==> src/sefcm_pkg.sv <==
package sefcm_pkg;

  // ----------------------------------------
  // Bus and register map
  // ----------------------------------------
  localparam int ADDR_W = 8;
  localparam int DATA_W = 32;
  localparam logic [ADDR_W-1:0] SYS_FLAGS_OFF = 8'h00;
  localparam logic [ADDR_W-1:0] EVENT_FLAGS_OFF = 8'h04;
  localparam logic [ADDR_W-1:0] HALL_FLAGS_OFF = 8'h08;
  localparam logic [ADDR_W-1:0] TOUCH_FLAGS_OFF = 8'h0c;
  localparam logic [ADDR_W-1:0] SYS_SETTINGS_OFF = 8'h10;
  localparam logic [ADDR_W-1:0] EVENT_MASK_OFF = 8'h14;
  localparam logic [ADDR_W-1:0] HALL_CTRL_OFF = 8'h18;
  localparam logic [ADDR_W-1:0] TOUCH_CTRL_OFF = 8'h1c;
  localparam logic [ADDR_W-1:0] INTERVAL_OFF = 8'h20;
  localparam logic [ADDR_W-1:0] ANGLE_OFFSET_OFF = 8'h24;
  localparam logic [ADDR_W-1:0] THRESH_OFF = 8'h28;
  localparam logic [ADDR_W-1:0] STAT_TIME_OFF = 8'h2c;

  // ----------------------------------------
  // Field positions
  // ----------------------------------------
  localparam int SF_RESET = 0;
  localparam int SF_CAL_RUN = 1;
  localparam int SF_MODE_LSB = 2;
  localparam int SF_LOW_POWER = 5;
  localparam int EV_PWR = 0;
  localparam int EV_CAL = 1;
  localparam int EV_TOUCH = 2;
  localparam int EV_PROX = 3;
  localparam int EV_INTERVAL = 4;
  localparam int EV_W = 5;
  localparam int HF_CHANGE = 0;
  localparam int HF_DIR = 1;
  localparam int HF_STAT = 2;
  localparam int HF_FAST = 3;
  localparam int TF_PROX = 0;
  localparam int TF_TOUCH = 1;
  localparam int TF_DORMANT = 2;
  localparam int TF_DIR = 3;
  localparam int TF_DEBOUNCE = 4;
  localparam int TF_PRESS = 5;
  localparam int TF_RELEASE = 6;
  localparam int SS_ACK = 0;
  localparam int SS_EVENT_MODE = 1;
  localparam int SS_STREAM_EN = 2;
  localparam int SS_FORCE_CAL = 3;
  localparam int SS_RELEASE_EN = 4;
  localparam int HC_ZERO = 0;
  localparam int TC_RESEED = 0;

  // ----------------------------------------
  // Reset values
  // ----------------------------------------
  localparam logic [EV_W-1:0] EVENT_MASK_RST = 5'h1f;
  localparam logic [7:0] PROX_THR_RST = 8'h0a;
  localparam logic [7:0] TOUCH_THR_RST = 8'h28;
  localparam logic [15:0] STAT_TIME_RST = 16'h0032;

  // ----------------------------------------
  // Behaviour constants
  // ----------------------------------------
  localparam logic [15:0] INTERVAL_CENTRE = 16'h0080;
  localparam logic [7:0] FAST_STEP = 8'h02;
  localparam logic [15:0] DORMANT_MEAS = 16'h0064;
  localparam logic [3:0] DEBOUNCE_MEAS = 4'h4;
  localparam logic [15:0] CAL_TARGET = 16'h0200;
  localparam logic [15:0] CAL_LIMIT = 16'h0080;

  // ----------------------------------------
  // Timing
  // ----------------------------------------
  localparam int CLK_PERIOD_NS = 20;
  localparam int CAL_TIME_NS = 20000;
  localparam int CAL_CYCLES_I = (CAL_TIME_NS + CLK_PERIOD_NS - 1) / CLK_PERIOD_NS;
  localparam logic [15:0] CAL_CYCLES = CAL_CYCLES_I[15:0];

  // ----------------------------------------
  // Types
  // ----------------------------------------
  typedef enum logic [2:0] {
    MODE_STREAM = 3'b001,
    MODE_EVENT = 3'b010,
    MODE_STANDALONE = 3'b100
  } sefcm_mode_e;

  typedef enum logic [1:0] {
    CAL_IDLE = 2'b01,
    CAL_RUN = 2'b10
  } sefcm_cal_e;

endpackage

==> src/sefcm_link_if.sv <==
`timescale 1ns/10ps
interface sefcm_link_if;
  logic scl_s;
  logic sda_s;
  logic start_det;
  modport src (output scl_s, output sda_s, output start_det);
  modport dst (input scl_s, input sda_s, input start_det);
endinterface

==> src/sefcm_top.sv <==
// Overview of operation
// - Reset-occurred flag is set after every start-up.
// - Writing the reset-acknowledge bit clears the reset-occurred flag.
// - Streaming mode is forced while the reset-occurred flag stays set.
// - Acknowledging reset switches the device into event-driven mode.
// - Streaming opens a communication window after each measurement cycle.
// - Event-driven mode opens a window only when an event occurred.
// - Standalone mode opens no windows by itself.
// - In standalone, a host forced-communication request opens a window.
// - Event-mode bit selects event mode; cleared streaming-enable selects standalone.
// - Forced calibration command runs the calibration routine, may alter settings.
// - Zero-now recomputes angle offset so final angle centres interval 0.
// - Reseed loads long-term average with counts; far-off result starts calibration.
// - Calibration-running flag is high exactly while calibration runs.
// - Reset-occurred flag is set with all settings at default values; later writes can change settings while it stays set.
// - Event flags for power mode, calibration, touch, proximity, interval change.
// - Rotation direction reads 1 on interval increase, 0 on decrease.
// - Stationary after unchanged interval; low power only when stationary and dormant.
// - Proximity and touch flags set when delta exceeds their thresholds.
// - Fast-filter flag set while rapid rotation uses the faster filter.
// - Debounce flag high during rapid sampling after proximity crossing.
// - With release enabled, pulse press or release on touch entry by sign.
// - Masked events open no window but their flags are still set.
//
// Implementation choices: register access over APB and the register offsets.
`timescale 1ns/10ps
module sefcm_top
  import sefcm_pkg::*;
(
  input wire logic pclk,
  input wire logic presetn,
  input wire logic psel,
  input wire logic penable,
  input wire logic pwrite,
  input wire logic [sefcm_pkg::ADDR_W-1:0] paddr,
  input wire logic [sefcm_pkg::DATA_W-1:0] pwdata,
  output logic [sefcm_pkg::DATA_W-1:0] prdata,
  output logic pready,
  output logic pslverr,
  input wire logic scl_in,
  input wire logic sda_in,
  input wire logic meas_done,
  input wire logic [15:0] raw_angle,
  input wire logic [15:0] touch_counts,
  output logic comm_window,
  output logic low_power,
  output logic calibration_running_flag,
  output logic press_pulse,
  output logic release_pulse,
  output logic [7:0] interval
);
  import sefcm_pkg::*;

  sefcm_link_if link_if ();

  logic [DATA_W-1:0] prdata_q;
  logic pready_q;
  logic pslverr_q;
  logic rst_flag_q;
  logic event_mode_q;
  logic stream_en_q;
  logic release_en_q;
  logic [EV_W-1:0] mask_q;
  logic [EV_W-1:0] evt_q;
  logic [EV_W-1:0] evt_new;
  logic [7:0] prox_thr_q;
  logic [7:0] touch_thr_q;
  logic [15:0] stat_time_q;
  logic [15:0] angle_off_q;
  logic [15:0] long_term_average;
  logic [7:0] interval_q;
  logic dir_q;
  logic chg_q;
  logic fast_q;
  logic stat_q;
  logic [15:0] stat_cnt_q;
  logic prox_q;
  logic touch_q;
  logic tdir_q;
  logic dormant_q;
  logic [15:0] dorm_cnt_q;
  logic [3:0] deb_cnt_q;
  logic press_q;
  logic release_q;
  logic lp_q;
  logic meas_q;
  logic window_q;
  sefcm_mode_e mode_q;
  sefcm_cal_e cal_q;
  logic [15:0] cal_cnt_q;
  logic cal_done_q;
  logic wr_en;
  logic forced_calibration_cmd;
  logic reseed_cmd;
  logic reseed_far;
  logic [15:0] final_angle;
  logic [7:0] new_int;
  logic [7:0] int_step;
  logic [7:0] step_mag;
  logic int_chg;
  logic [15:0] delta;
  logic [15:0] delta_mag;
  logic prox_n;
  logic touch_n;
  logic [15:0] seed_dev;
  logic [DATA_W-1:0] rd_mux;
  logic rd_hit;

  sefcm_link_sync u_link_sync (
    .pclk(pclk),
    .presetn(presetn),
    .scl_in(scl_in),
    .sda_in(sda_in),
    .link(link_if.src)
  );

  function automatic logic hit(input logic [ADDR_W-1:0] a, input logic [ADDR_W-1:0] off);
    hit = (a == off);
  endfunction

  // ----------------------------------------
  // APB slave
  // ----------------------------------------
  assign wr_en = psel & penable & pwrite & pready_q;
  assign forced_calibration_cmd = wr_en & hit(paddr, SYS_SETTINGS_OFF) & pwdata[SS_FORCE_CAL];
  assign reseed_cmd = wr_en & hit(paddr, TOUCH_CTRL_OFF) & pwdata[TC_RESEED];

  always_comb
  begin
    rd_mux = '0;
    rd_hit = 1'b1;
    case (paddr)
      SYS_FLAGS_OFF:
      begin
        rd_mux[SF_RESET] = rst_flag_q;
        rd_mux[SF_CAL_RUN] = calibration_running_flag;
        rd_mux[SF_MODE_LSB +: 3] = mode_q;
        rd_mux[SF_LOW_POWER] = lp_q;
      end
      EVENT_FLAGS_OFF: rd_mux[EV_W-1:0] = evt_q;
      HALL_FLAGS_OFF: rd_mux[3:0] = {fast_q, stat_q, dir_q, chg_q};
      TOUCH_FLAGS_OFF: rd_mux[6:0] = {release_q, press_q, (deb_cnt_q != 4'h0), tdir_q, dormant_q, touch_q, prox_q};
      SYS_SETTINGS_OFF:
      begin
        rd_mux[SS_EVENT_MODE] = event_mode_q;
        rd_mux[SS_STREAM_EN] = stream_en_q;
        rd_mux[SS_RELEASE_EN] = release_en_q;
      end
      EVENT_MASK_OFF: rd_mux[EV_W-1:0] = mask_q;
      HALL_CTRL_OFF: rd_mux = '0;
      TOUCH_CTRL_OFF: rd_mux = '0;
      INTERVAL_OFF: rd_mux[7:0] = interval_q;
      ANGLE_OFFSET_OFF: rd_mux[15:0] = angle_off_q;
      THRESH_OFF: rd_mux[15:0] = {touch_thr_q, prox_thr_q};
      STAT_TIME_OFF: rd_mux[15:0] = stat_time_q;
      default: rd_hit = 1'b0;
    endcase
  end

  always_ff @(posedge pclk or negedge presetn)
  begin
    if (!presetn)
    begin
      pready_q <= 1'b0;
      pslverr_q <= 1'b0;
      prdata_q <= '0;
    end
    else
    begin
      pready_q <= psel & ~penable;
      pslverr_q <= psel & ~penable & ~rd_hit;
      prdata_q <= (psel & ~penable & ~pwrite) ? rd_mux : '0;
    end
  end

  // ----------------------------------------
  // Settings and reset flag
  // ----------------------------------------
  // flag and defaults share one reset
  always_ff @(posedge pclk or negedge presetn)
  begin
    if (!presetn)
    begin
      rst_flag_q <= 1'b1;
      event_mode_q <= 1'b0;
      stream_en_q <= 1'b1;
      release_en_q <= 1'b0;
      mask_q <= EVENT_MASK_RST;
      prox_thr_q <= PROX_THR_RST;
      touch_thr_q <= TOUCH_THR_RST;
      stat_time_q <= STAT_TIME_RST;
    end
    else if (wr_en)
    begin
      if (hit(paddr, SYS_SETTINGS_OFF))
      begin
        event_mode_q <= pwdata[SS_EVENT_MODE];
        stream_en_q <= pwdata[SS_STREAM_EN];
        release_en_q <= pwdata[SS_RELEASE_EN];
        if (pwdata[SS_ACK])
        begin
          rst_flag_q <= 1'b0;
          event_mode_q <= 1'b1;
        end
      end
      if (hit(paddr, EVENT_MASK_OFF))
        mask_q <= pwdata[EV_W-1:0];
      if (hit(paddr, THRESH_OFF))
      begin
        prox_thr_q <= pwdata[7:0];
        touch_thr_q <= pwdata[15:8];
      end
      if (hit(paddr, STAT_TIME_OFF))
        stat_time_q <= pwdata[15:0];
    end
  end

  // ----------------------------------------
  // Communication mode
  // ----------------------------------------
  always_ff @(posedge pclk or negedge presetn)
  begin
    if (!presetn)
      mode_q <= MODE_STREAM;
    else if (rst_flag_q)
      mode_q <= MODE_STREAM;
    else if (event_mode_q)
      mode_q <= MODE_EVENT;
    else if (!stream_en_q)
      mode_q <= MODE_STANDALONE;
    else
      mode_q <= MODE_STREAM;
  end

  always_ff @(posedge pclk or negedge presetn)
  begin
    if (!presetn)
    begin
      meas_q <= 1'b0;
      window_q <= 1'b0;
    end
    else
    begin
      meas_q <= meas_done;
      case (mode_q)
        MODE_STREAM: window_q <= meas_q;
        MODE_EVENT: window_q <= |(evt_new & mask_q);
        MODE_STANDALONE: window_q <= link_if.start_det;
        default: window_q <= 1'b0;
      endcase
    end
  end

  // ----------------------------------------
  // Calibration
  // ----------------------------------------
  assign seed_dev = (touch_counts > CAL_TARGET) ? touch_counts - CAL_TARGET : CAL_TARGET - touch_counts;
  assign reseed_far = reseed_cmd & (seed_dev > CAL_LIMIT);

  always_ff @(posedge pclk or negedge presetn)
  begin
    if (!presetn)
    begin
      cal_q <= CAL_IDLE;
      cal_cnt_q <= '0;
      cal_done_q <= 1'b0;
    end
    else
    begin
      cal_done_q <= 1'b0;
      case (cal_q)
        CAL_IDLE:
          if (forced_calibration_cmd | reseed_far)
          begin
            cal_q <= CAL_RUN;
            cal_cnt_q <= CAL_CYCLES;
          end
        CAL_RUN:
          if (cal_cnt_q == 16'h0001)
          begin
            cal_q <= CAL_IDLE;
            cal_cnt_q <= '0;
            cal_done_q <= 1'b1;
          end
          else
            cal_cnt_q <= cal_cnt_q - 16'h0001;
        default: cal_q <= CAL_IDLE;
      endcase
    end
  end

  // ----------------------------------------
  // Angle, interval and rotation flags
  // ----------------------------------------
  assign final_angle = raw_angle - angle_off_q;
  assign new_int = final_angle[15:8];
  assign int_step = new_int - interval_q;
  assign step_mag = int_step[7] ? 8'h00 - int_step : int_step;
  assign int_chg = meas_done & (new_int != interval_q);

  always_ff @(posedge pclk or negedge presetn)
  begin
    if (!presetn)
      angle_off_q <= '0;
    // centre final angle in interval 0
    else if (wr_en & hit(paddr, HALL_CTRL_OFF) & pwdata[HC_ZERO])
      angle_off_q <= raw_angle - INTERVAL_CENTRE;
  end

  always_ff @(posedge pclk or negedge presetn)
  begin
    if (!presetn)
    begin
      interval_q <= '0;
      dir_q <= 1'b0;
      chg_q <= 1'b0;
      fast_q <= 1'b0;
    end
    else if (meas_done)
    begin
      interval_q <= new_int;
      chg_q <= int_chg;
      if (int_chg)
        dir_q <= ~int_step[7];
      fast_q <= (step_mag >= FAST_STEP);
    end
  end

  always_ff @(posedge pclk or negedge presetn)
  begin
    if (!presetn)
    begin
      stat_cnt_q <= '0;
      stat_q <= 1'b0;
    end
    else if (int_chg)
    begin
      stat_cnt_q <= '0;
      stat_q <= 1'b0;
    end
    else if (meas_done)
    begin
      if (stat_cnt_q < stat_time_q)
        stat_cnt_q <= stat_cnt_q + 16'h0001;
      stat_q <= (stat_cnt_q >= stat_time_q);
    end
  end

  // ----------------------------------------
  // Touch channel
  // ----------------------------------------
  assign delta = touch_counts - long_term_average;
  assign delta_mag = delta[15] ? 16'h0000 - delta : delta;
  assign prox_n = delta_mag > {8'h00, prox_thr_q};
  assign touch_n = delta_mag > {8'h00, touch_thr_q};

  always_ff @(posedge pclk or negedge presetn)
  begin
    if (!presetn)
      long_term_average <= '0;
    else if (reseed_cmd | cal_done_q)
      long_term_average <= touch_counts;
  end

  always_ff @(posedge pclk or negedge presetn)
  begin
    if (!presetn)
    begin
      prox_q <= 1'b0;
      touch_q <= 1'b0;
      tdir_q <= 1'b0;
      deb_cnt_q <= '0;
      press_q <= 1'b0;
      release_q <= 1'b0;
    end
    else if (meas_done)
    begin
      prox_q <= prox_n;
      touch_q <= touch_n;
      tdir_q <= ~delta[15];
      if (prox_n & ~prox_q)
        deb_cnt_q <= DEBOUNCE_MEAS;
      else if (deb_cnt_q != 4'h0)
        deb_cnt_q <= deb_cnt_q - 4'h1;
      // press or release by delta sign
      press_q <= release_en_q & touch_n & ~touch_q & ~delta[15];
      release_q <= release_en_q & touch_n & ~touch_q & delta[15];
    end
  end

  always_ff @(posedge pclk or negedge presetn)
  begin
    if (!presetn)
    begin
      dorm_cnt_q <= '0;
      dormant_q <= 1'b0;
    end
    else if (meas_done)
    begin
      if (prox_n)
        dorm_cnt_q <= '0;
      else if (dorm_cnt_q < DORMANT_MEAS)
        dorm_cnt_q <= dorm_cnt_q + 16'h0001;
      dormant_q <= ~prox_n & (dorm_cnt_q >= DORMANT_MEAS);
    end
  end

  // ----------------------------------------
  // Power mode and event flags
  // ----------------------------------------
  always_ff @(posedge pclk or negedge presetn)
  begin
    if (!presetn)
      lp_q <= 1'b0;
    else
      lp_q <= stat_q & dormant_q;
  end

  always_comb
  begin
    evt_new = '0;
    evt_new[EV_PWR] = lp_q ^ (stat_q & dormant_q);
    evt_new[EV_CAL] = cal_done_q;
    evt_new[EV_TOUCH] = meas_done & (touch_n ^ touch_q);
    evt_new[EV_PROX] = meas_done & (prox_n ^ prox_q);
    evt_new[EV_INTERVAL] = int_chg;
  end

  // Write-one-to-clear, new event wins; mask not applied
  always_ff @(posedge pclk or negedge presetn)
  begin
    if (!presetn)
      evt_q <= '0;
    else if (wr_en & hit(paddr, EVENT_FLAGS_OFF))
      evt_q <= (evt_q & ~pwdata[EV_W-1:0]) | evt_new;
    else
      evt_q <= evt_q | evt_new;
  end

  // ----------------------------------------
  // Outputs
  // ----------------------------------------
  assign prdata = prdata_q;
  assign pready = pready_q;
  assign pslverr = pslverr_q;
  assign comm_window = window_q;
  assign low_power = lp_q;
  assign calibration_running_flag = cal_q[1];
  assign press_pulse = press_q;
  assign release_pulse = release_q;
  assign interval = interval_q;
endmodule

==> src/sefcm_link_sync.sv <==
`timescale 1ns/10ps
module sefcm_link_sync (
  input wire logic pclk,
  input wire logic presetn,
  input wire logic scl_in,
  input wire logic sda_in,
  sefcm_link_if.src link
);
  logic [1:0] pin_raw;
  logic [1:0] meta_q;
  logic [1:0] sync_q;
  logic [1:0] prev_q;
  logic start_q;

  assign pin_raw = {scl_in, sda_in};

  // ----------------------------------------
  // Two-stage synchronisers
  // ----------------------------------------
  genvar gi;
  generate
    for (gi = 0; gi < 2; gi++)
    begin : g_sync
      always_ff @(posedge pclk or negedge presetn)
      begin
        if (!presetn)
        begin
          meta_q[gi] <= 1'b1;
          sync_q[gi] <= 1'b1;
          prev_q[gi] <= 1'b1;
        end
        else
        begin
          meta_q[gi] <= pin_raw[gi];
          sync_q[gi] <= meta_q[gi];
          prev_q[gi] <= sync_q[gi];
        end
      end
    end
  endgenerate

  // Start condition: data falls while clock high
  always_ff @(posedge pclk or negedge presetn)
  begin
    if (!presetn)
      start_q <= 1'b0;
    else
      start_q <= sync_q[1] & prev_q[1] & prev_q[0] & ~sync_q[0];
  end

  assign link.scl_s = sync_q[1];
  assign link.sda_s = sync_q[0];
  assign link.start_det = start_q;
endmodule

==> config.mk <==
export PLATFORM = sky130hd
export DESIGN_NAME = sefcm_top
export DESIGN_NICKNAME = d
export VERILOG_FILES = /design/src/sefcm_pkg.sv /design/src/sefcm_link_if.sv /design/src/sefcm_top.sv /design/src/sefcm_link_sync.sv
export SDC_FILE = /design/constraint.sdc
export NUM_CORES = 1
export LEC_CHECK = 0
export BUFFER_PORTS_ARGS = -buffer_cell sky130_fd_sc_hd__buf_4
export CAP_MARGIN = 20
export CORE_MARGIN = 2
export CORE_UTILIZATION = 35
export CTS_CLUSTER_SIZE = 40
export DETAILED_ROUTE_END_ITERATION = 12
export PLACE_DENSITY = 0.56
export SKIP_LAST_GASP = 1
export SYNTH_ARGS = -nofsm -noshare
export SYNTH_HDL_FRONTEND = slang
export SYNTH_SLANG_ARGS = --single-unit
==> constraint.sdc <==
create_clock -name pclk -period 3.8 [get_ports pclk]
set_clock_uncertainty 0.05 [all_clocks]
set_input_delay 0.38 -clock pclk [delete_from_list [all_inputs] [get_ports pclk]]
set_output_delay 0.38 -clock pclk [all_outputs]
set_load 0.02 [all_outputs]
**Yosys cells after proc, flatten, opt, wreduce, memory -nomap -nowiden**

Index checks and enable logic that the tools add are counted.

- RAM bits: 0
- Memories: 0
- ROM bits: 0
- Word-level logic and storage cells: 185
- Bits in registers: 182
- Latch bits: 0
- Input port bits: 80
- Output and inout bits: 47

- Add/subtract/negate cells: 12
- Order comparisons: 9
- Multiplexer cells: 36
- Div/mod/pow operators: 0
- Multipliers: 0
- Bitwise logic cells: 46
- Equality and inequality tests: 20
- Shift-type cells: 0
- Reduce and logical (&&, ||, !) cells: 20

Operator list:

| cell | count |
|---|---|
| two-way mux 16 bit | 10 |
| adder 16 x 1 -> 16 bit (second input constant) | 2 |
| equality test 8 x 5 -> 1 bit (second input constant) | 4 |
| equality test 8 x 6 -> 1 bit (second input constant) | 4 |
| greater-than comparator 16 x 8 -> 1 bit | 2 |
| case mux 16 bit (2 select lines) | 1 |
| subtractor 16 bit | 2 |
| AND 1 bit | 27 |
| case mux 1 bit (9 select lines) | 3 |
| case mux 8 bit (3 select lines) | 1 |
| case mux 2 bit (10 select lines) | 1 |
| AND reduction 2 bit | 10 |
| equality test 16 x 1 -> 1 bit (second input constant) | 1 |
| equality test 8 x 4 -> 1 bit (second input constant) | 2 |
| greater-or-equal comparator 16 bit | 1 |
| greater-or-equal comparator 16 x 7 -> 1 bit (second input constant) | 1 |
| greater-than comparator 16 x 10 -> 1 bit (second input constant) | 1 |
| greater-than comparator 16 x 8 -> 1 bit (second input constant) | 1 |
| < comparator 16 bit | 1 |
| < comparator 16 x 7 -> 1 bit (second input constant) | 1 |
| subtractor 1 x 16 -> 16 bit (first input constant) | 1 |
| subtractor 10 x 16 -> 16 bit (first input constant) | 1 |
| subtractor 16 x 1 -> 16 bit (second input constant) | 1 |
| subtractor 16 x 10 -> 16 bit (second input constant) | 1 |
| 36 further kinds | 63 |

**Longest topological paths before layout**

Gate-level depths: netlist of the first run.

- Depth in word-level cells: 9
- Mapped depth: 25
- Mapped depth without buffers: 24

**Modules after synthesis**

From an unflattened synthesis of the first run, not the netlist that was laid out.

- Cell total of the unflattened synthesis: 1,185
- Area total of the unflattened synthesis: 11,323.4 um^2

Modules (own cells, without submodules):

| module | area an instance (um^2) | cells each | seq. area each (um^2) | instances |
|---|---|---|---|---|
| sefcm_top | 11,130.7 | 1,177 | 4,399.2 | 1 |
| sefcm_link_sync | 192.7 | 8 | 182.7 | 1 |

**Worst setup path after synthesis of the first run**

No wires, ideal clock.

- Kind: input -> register
- Start: in touch_counts[10]
- End: reg window_q, in the netlist comm_window
- Cell stages on the path: 24
- Required time: 3.621 ns
- Path buffers: 2
- Library setup time: 0.129 ns
- Path slack: -0.370 ns
- Arrival: 3.991 ns
- Cell sequence: ha_1 -> buf_6 -> a21oi_4 -> o21ai_2 -> a41o_1 -> or3_4 -> and2_1 -> clkbuf_1 -> nor2_1 -> xnor2_1 -> ha_1 -> o21a_1 -> o21ai_0 -> nand2b_1 -> a21oi_1 -> o21ai_0 -> o21ai_0 -> nand4_4 -> ha_1 -> nor2_1 -> nand2_1 -> nand3_1 -> a221oi_1 -> a2bb2oi_1

- Longest elaborated chain between the ends: 9
- Elaborated cells between the ends (all ways): 12
- Those cells by class: add/sub (2); order compare (2); mux (2); bitwise (5); reduce/logical (1)

Ends and longest elaborated chain:

| what | RTL line | RTL |
|---|---|---|
| from (decl) | sefcm_top.sv:44 | `input wire logic [15:0] touch_counts,` |
| subtractor 16 bit (*) | sefcm_top.sv:352 | `assign delta = touch_counts - long_term_average;` |
| subtractor 1 x 16 -> 16 bit | sefcm_top.sv:353 | `assign delta_mag = delta[15] ? 16'h0000 - delta : delta;` |
| two-way mux 16 bit (*) | sefcm_top.sv:353 |  |
| greater-than comparator 16 x 8 -> 1 bit (*) | sefcm_top.sv:354 | `assign prox_n = delta_mag > {8'h00, prox_thr_q};` |
| via prox_n | sefcm_top.sv:103 | `logic prox_n;` |
| bitwise XOR 1 bit (*) | sefcm_top.sv:425 | `evt_new[EV_PROX] = meas_done & (prox_n ^ prox_q);` |
| AND 1 bit (*) | sefcm_top.sv:425 |  |
| AND 5 bit (*) | sefcm_top.sv:247 | `MODE_EVENT: window_q <= \|(evt_new & mask_q);` |
| OR reduction 5 bit (*) | sefcm_top.sv:247 |  |
| case mux 1 bit (3 select lines) (*) | sefcm_top.sv:245 | `case (mode_q)` |
| to (signal assigned) | sefcm_top.sv:246 | `MODE_STREAM: window_q <= meas_q;` |
| to (signal assigned) | sefcm_top.sv:247 |  |
| to (signal assigned) | sefcm_top.sv:248 | `MODE_STANDALONE: window_q <= link_if.start_det;` |
| to (decl) | sefcm_top.sv:87 | `logic window_q;` |

Mark *: on every way through the listed nets, which the timed path passes. The rest lies on a longest branch.
A chain may end at the register's enable or synchronous reset.

**Final worst setup path of the first run**

- Start: reg long_term_average[10]
- End: reg window_q, in the netlist comm_window

- Longest elaborated chain between the ends: 9
- Elaborated cells between the ends (all ways): 12
- Those cells by class: add/sub (2); order compare (2); mux (2); bitwise (5); reduce/logical (1)

Ends and longest elaborated chain:

| what | RTL line | RTL |
|---|---|---|
| from (decl) | sefcm_top.sv:70 | `logic [15:0] long_term_average;` |
| from (signal assigned) | sefcm_top.sv:362 | `long_term_average <= touch_counts;` |
| subtractor 16 bit (*) | sefcm_top.sv:352 |  |
| subtractor 1 x 16 -> 16 bit | sefcm_top.sv:353 |  |
| two-way mux 16 bit (*) | sefcm_top.sv:353 |  |
| greater-than comparator 16 x 8 -> 1 bit (*) | sefcm_top.sv:354 |  |
| via prox_n | sefcm_top.sv:103 |  |
| bitwise XOR 1 bit (*) | sefcm_top.sv:425 |  |
| AND 1 bit (*) | sefcm_top.sv:425 |  |
| AND 5 bit (*) | sefcm_top.sv:247 |  |
| OR reduction 5 bit (*) | sefcm_top.sv:247 |  |
| case mux 1 bit (3 select lines) (*) | sefcm_top.sv:245 |  |

Marks and branches as above.

==> results.md, run 1 <==
- Largest cells by area after synthesis: dfrtp_1, ha_1, mux2_2
- Critical Path Fanout Max: 4
- Starting density of the core: 0.356
- Core area: 31600 um^2
- Pre-antenna DRT Iters: 5
- Met1 global-route usage: 0.257
- Min cycle time layout: around 4.0 ns
- Largest net degree at the start of global routing: 95
- Overflow after GRT: 0
- EDFF count, synth: 0
- Post-DR wirelength/cell: 17.5 um
- Max_cap viols: 0
- Global Route met3 Usage: 0.0318
- Max-slew violation count: 0
- IO Pins: 127
- Most frequent cells after synthesis: dfrtp_1, inv_1, nor2_1
- HP Class: input pin to register
- Die height: between 150 and 200 um
- Gate Count Post-Synth: between 1k and 1.5k
- Via Count: between 9k and 10k
- Post-route ant nets: 0
- Ratio of final minimum period to clock period: 1.06
- Async S/R FF share, synth: 1.00
- Status: finished with violations
- Area growth syn-to-layout: 31.4%
- Final setup margin: -0.220 ns
- Placer Congestion: approximately 0.86
- Die ar.: between 30000 and 40000 um^2
- Setup-failing EPs final: 11
- Slew @ Worst Pin: a little under 0.9 ns
- Crit path launch type: register
- Top cell type's share of synthesized area: 0.356
- Initial antenna violation count: 0
- Clk_lat worst skew: approximately 0.44 ns
- Met2 global-route usage: 0.325
- Top_reg_cell synth: dfrtp_1
- Placed cells: 1771
- Vias in the first global route: slightly below 10k
- Setup_tns: -0.663 ns
- ANT cells: 0
- Root Buffer: clkbuf_16
- Hold Violations, Final: 0
- Port Buffers: 94
- Power Dens Cells: 334 nW/um^2
- CTS tree: built
- Share of cells above drive strength 1: 0.348
- Slew margin rel.: 0.415
- TritonCTS Sinks: 182
- CTS clk-pin slew, worst paths: roughly 0.070 ns
- Layout Cells excl Fill: around 1.8k
- Yosys Warn Count: 0
- Gr busiest metal: met2
- DP Wirelength: 24200 um
- Leak Pwr: roughly 6.7 nW
- Initial DRC count: between 600 and 700
- Place WS: -0.506 ns
- CP Capture Type: register
- Synth cell types: slightly below 90
- Synthesized area per cell: ~9.7 um^2
- Most common cell in the synthesized netlist: dfrtp_1
- Seq/Total Area, Yosys: 0.407
- Maximum clock path buffer count: 2
- Required @ worst endpoint: 4.06 ns
- Max Freq: about 0.25 GHz
- Final net count: approximately 1.6k
- WL final: between 30000 and 40000 um
- H-tree depth: 4
- Global-route wire length before repair: just over 50000 um
- GR Util All Layers: 0.193
- Post-route DRC: 0
- RSZ-0062 raised after global routing: true
- Worst Path Arrival: about 4.3 ns
- Die X: 183 um
- Maximum VDD drop: between 200 and 300 uV
- Dominant cell type by area after synthesis: dfrtp_1
- Vias per cell: 5.29
- Synth Register Bits: between 150 and 200
- Mapped Area: 11200 um^2
- Critical path class: register to register
- CTS buffer count: 17
- Number of cell rows: between 60 and 70
- Fillers: roughly 2.9k
- Failing checks: negative setup slack
-- report_power, final --
| group | internal, mW | switching [mW] | total [mW] |
|---|---|---|---|
| sequential | 1.99 | 0.0539 | 2.05 |
| combinational | 0.520 | 0.561 | 1.08 |
| clock | 1.01 | 0.803 | 1.81 |
-- logic make-up (layout without fill, tap and decap cells) --
logic type | count (synthesis) | in the layout | share of synthesized area
flops | 182 | 182 | 0.407
buf+inv | 143 | 392 | 0.0548
xor+xnor | 51 | 51 | 0.0397
other cells | 1 | 16 | 0.000333
mux | 69 | 69 | 0.0685
compound gates | 281 | 281 | 0.178
fa+ha+maj | 83 | 83 | 0.0937
simple gates | 351 | 352 | 0.158
-- critical path, cell delays in order (launching register included) --
cell and delay, ns:
dfrtp_1 0.41, inv_2 0.06, ha_4 0.26, a21oi_4 0.15
o21ai_2 0.08, a41o_1 0.25, or3_4 0.43, and2_4 0.20
nor2_4 0.09, xnor2_2 0.13, ha_1 0.27, o21a_1 0.11
o21ai_1 0.12, nand2b_1 0.08, a21oi_2 0.14, o21ai_2 0.08
o21ai_2 0.08, nand4_4 0.12, ha_4 0.28, nor2_2 0.04
nand2_1 0.06, nand3_1 0.08, a221oi_2 0.24, a2bb2oi_2 0.09
-- repair_timing --
action / 4_1_cts / 5_1_grt
resized for setup: 43 / 74
pin swaps: 35 / 35
hold buffers: 3 / 0
gates cloned: 1 / 1
endpoints found under the setup margin: 36 / 48
endpoints found under the hold margin: 50 / 0
buffers inserted: 13 / 10
-- per-stage QoR --
stage	total power [mW]	area, um^2	util	hold slack [ns]
after floorplan	2.61	11400	-	0.0344
after global placement	3.03	13500	0.426	0.297
after detailed placement	3.04	13500	0.426	0.305
after CTS	4.93	14400	0.456	0.116
after global routing	5.19	14800	0.467	0.117
final	4.94	14800	0.467	0.126
-- metal layers --
layer  share of wire  routed length [um]
met1            0.46               14600
met4           0.021                 667
met3           0.048                1550
met5               0                   0
met2            0.47               15200
-- state kept, by name, summed over array words and instances (netlist names), 2 cells and up --
register,cells
angle_off_q,16
cal_cnt_q,16
cal_q,2
deb_cnt_q,4
dorm_cnt_q,16
evt_q,5
interval,8
long_term_average,16
mask_q,5
mode_q,3
prdata,16
prox_thr_q,8
stat_cnt_q,16
stat_time_q,16
touch_thr_q,8
u_link_sync.meta_q,2
u_link_sync.prev_q,2
-- final timing paths --
check	from	end	slack [ns]	cells after the start
worst min register to register	u_link_sync.link.scl_s	u_link_sync.prev_q[1]	0.32	0
worst max-delay path	long_term_average[10]	comm_window	-0.22	23
worst min-delay path	pwdata[6]	stat_time_q[6]	0.13	2
min in group asynchronous	presetn	angle_off_q[8]	0.42	2
worst max register to register	long_term_average[10]	comm_window	-0.22	23
max in group asynchronous	presetn	u_link_sync.prev_q[0]	2.40	3
-- placed cells by master, fill, tap and decap left out, drive strengths merged, types with 36 or more instances in the layout --
cell type,Yosys,routed
nor2,97,97
nand3,36,36
o21ai,61,61
mux2,64,64
nand2,75,75
buf,22,255
ha,81,81
dfrtp,160,160
a21oi,63,63
inv,101,103
-- area by class of cell --
cell class | instances | area [um^2] | area share
well taps | 402 | 503 | 0.0340
clock inverters | 10 | 121 | 0.00821
flip-flops and latches | 182 | 4580 | 0.310
repair buffers | 259 | 2020 | 0.136
multi-input cells | 852 | 6720 | 0.455
clock buffers | 22 | 464 | 0.0314
inverters | 101 | 379 | 0.0256
Note: power is estimated with default switching activity, not from simulation.
==> run 2, diff against run 1 <==
CORE_ASPECT_RATIO = 0.9   (was unset)
==> results.md, run 2 (same netlist as run 1, synthesis figures left out) <==
- DP Wirelength: 24600 um
- Core area: approximately 32000 um^2
- CTS clk-pin slew, worst paths: around 0.080 ns
- Largest stage delay, worst path: 0.43 ns
- Global Route met3 Usage: 0.0430
- Power Dens Cells: 333 nW/um^2
- Slew @ Worst Pin: ~0.98 ns
- Critical Path Fanout Max: 4
- Starting density of the core: 0.354
- R2R cell count: 20
- TritonCTS Sinks: 182
- WL final: 32100 um
- CTS buffer count: 17
- Die X: slightly below 200 um
- Crit path launch type: register
- Crit path cell chain: inv_2 -> ha_4 -> a21oi_2 -> o21ai_1 -> a41o_1 -> or3_4 -> and2_4 -> nor2_4 -> xnor2_2 -> buf_4 -> ha_4 -> o21a_1 -> o21a_1 -> o21a_1 -> o21bai_1 -> a22oi_2 -> a311oi_2 -> buf_4 -> a311oi_4 -> a211o_1
- Status: finished with violations
- Place WS: -0.520 ns
- H-tree depth: 4
- Hold Slack: about 0.0039 ns
- RSZ-0062 raised after global routing: true
- Worst Path Arrival: approximately 4.3 ns
- Area growth syn-to-layout: 30.5%
- CTS tree: built
- FF/Latch Area: between 4000 and 5000 um^2
- R2R Setup Slk: -0.20 ns
- Critical path class: register to register
- HP Class: input pin to asynchronous set/reset pin
- Reg-to-reg endpoint: evt_q[2]
- Gr busiest metal: met2
- Setup_tns: -0.627 ns
- Die height: around 170 um
- Pre-antenna DRT Iters: 5
- Share of cells above drive strength 1: 0.340
- Most common cell after layout, fill and taps aside: buf_4
- Met1 global-route usage: 0.271
- Clk_lat worst skew: about 0.45 ns
- Min cycle time layout: approximately 4.0 ns
- Slew margin rel.: 0.346
- CP Capture Type: register
- Placer Congestion: about 0.89
- Post-route ant nets: 0
- GR Util All Layers: 0.195
- Largest delay share family, worst path: compound AO/OA/AOI/OAI gates
- Post-route DRC: 0
- Hold Violations, Final: 0
- Via Count: between 9k and 10k
- Overflow after GRT: 0
- Die ar.: about 34000 um^2
- Setup-failing EPs final: 6
- Maximum clock path buffer count: 2
- Max_cap viols: 0
- Ratio of final minimum period to clock period: 1.05
- Largest net degree at the start of global routing: roughly 120
- Initial antenna violation count: 2
- RR Startpoint: long_term_average[12]
- Port Buffers: 94
- Vias in the first global route: around 9.5k
- Final setup margin: -0.199 ns
- Commonest non-fill, non-tap cells in the layout: buf_4, dfrtp_1, inv_1
- Critical-path top delay cell: or3_4
- Failing checks: negative setup slack
- Post-DR wirelength/cell: between 15 and 20 um
- Initial DRC count: between 600 and 700
- Maximum VDD drop: 321 uV
- Met2 global-route usage: 0.310
- Vias per cell: 5.23
- Critical path's most frequent cell: o21a_1
- Placed cells: ~1.8k
- Max Freq: roughly 0.25 GHz
- Area of the multi-input gates: ~6700 um^2
- Bufs and invs on worst path: 3
- Fillers: 3080
- Root Buffer: clkbuf_16
- Layout Cells excl Fill: around 1.8k
- Max-slew violation count: 0
- Required @ worst endpoint: a little over 4 ns
- Leak Pwr: between 6 and 7 nW
- Number of cell rows: 62
- IO Pins: 127
- Final net count: ~1.6k
- Global-route wire length before repair: between 50000 and 60000 um
[run 2: cell types whose count changed in the layout (fill, tap and decap cells not counted), moves of 4 or more]
cell,change
a21oi_1,+7
buf_6,-6
a21oi_2,-5
nor2_1,+5
nor2_4,-5
inv_8,+4
[run 2: layer usage]
layer | up-vias | part of all wire | routed length, um
met3 | 25 | 0.059 | 1910
met2 | 223 | 0.46 | 14900
met1 | 4719 | 0.46 | 14800
li1 | 4653 | - | -
met5 | - | 0 | 0
met4 | 0 | 0.014 | 437
[run 2: metrics by stage]
| step | utilization | instance area [um^2] | total power, mW |
|---|---|---|---|
| after floorplan | - | 11400 | 2.61 |
| after global placement | 0.424 | 13500 | 3.02 |
| after detailed placement | 0.424 | 13500 | 3.03 |
| after CTS | 0.452 | 14400 | 4.89 |
| after global routing | 0.461 | 14700 | 5.14 |
| final | 0.462 | 14700 | 4.89 |
[run 2: how the worst max path moves through the flow]
stage | to | slack [ns] | from | depth (start not counted)
2_1_floorplan | comm_window | -0.14 | long_term_average[10] | 25
3_3_place_gp | comm_window | -0.44 | touch_counts[0] | 23
3_5_place_dp | comm_window | -0.52 | touch_counts[0] | 23
4_1_cts | comm_window | -0.14 | long_term_average[10] | 21
5_1_grt | comm_window | -0.40 | long_term_average[12] | 23
6_report | evt_q[2] | -0.20 | long_term_average[12] | 20
[run 2: final cells by class]
class | instances | area share
antenna | 2 | 0.000341
clock buffer | 17 | 0.0290
clock inverter | 15 | 0.0107
inverter | 101 | 0.0258
multi-input combinational | 852 | 0.454
sequential | 182 | 0.312
tap | 416 | 0.0355
timing repair buffer | 254 | 0.133
[run 2: what timing repair did]
item	CTS	global route
setup buffers	8	9
pin swaps	28	35
hold buffers	2	0
setup endpoints to repair	31	47
gates cloned	0	1
gates resized for setup	42	48
endpoints found under the hold margin	2	0
[run 2: where the power goes]
part	switching (mW)	total [mW]	internal, mW
Clock	0.902	1.79	0.885
Combinational	0.549	1.06	0.507
Sequential	0.0566	2.05	1.99
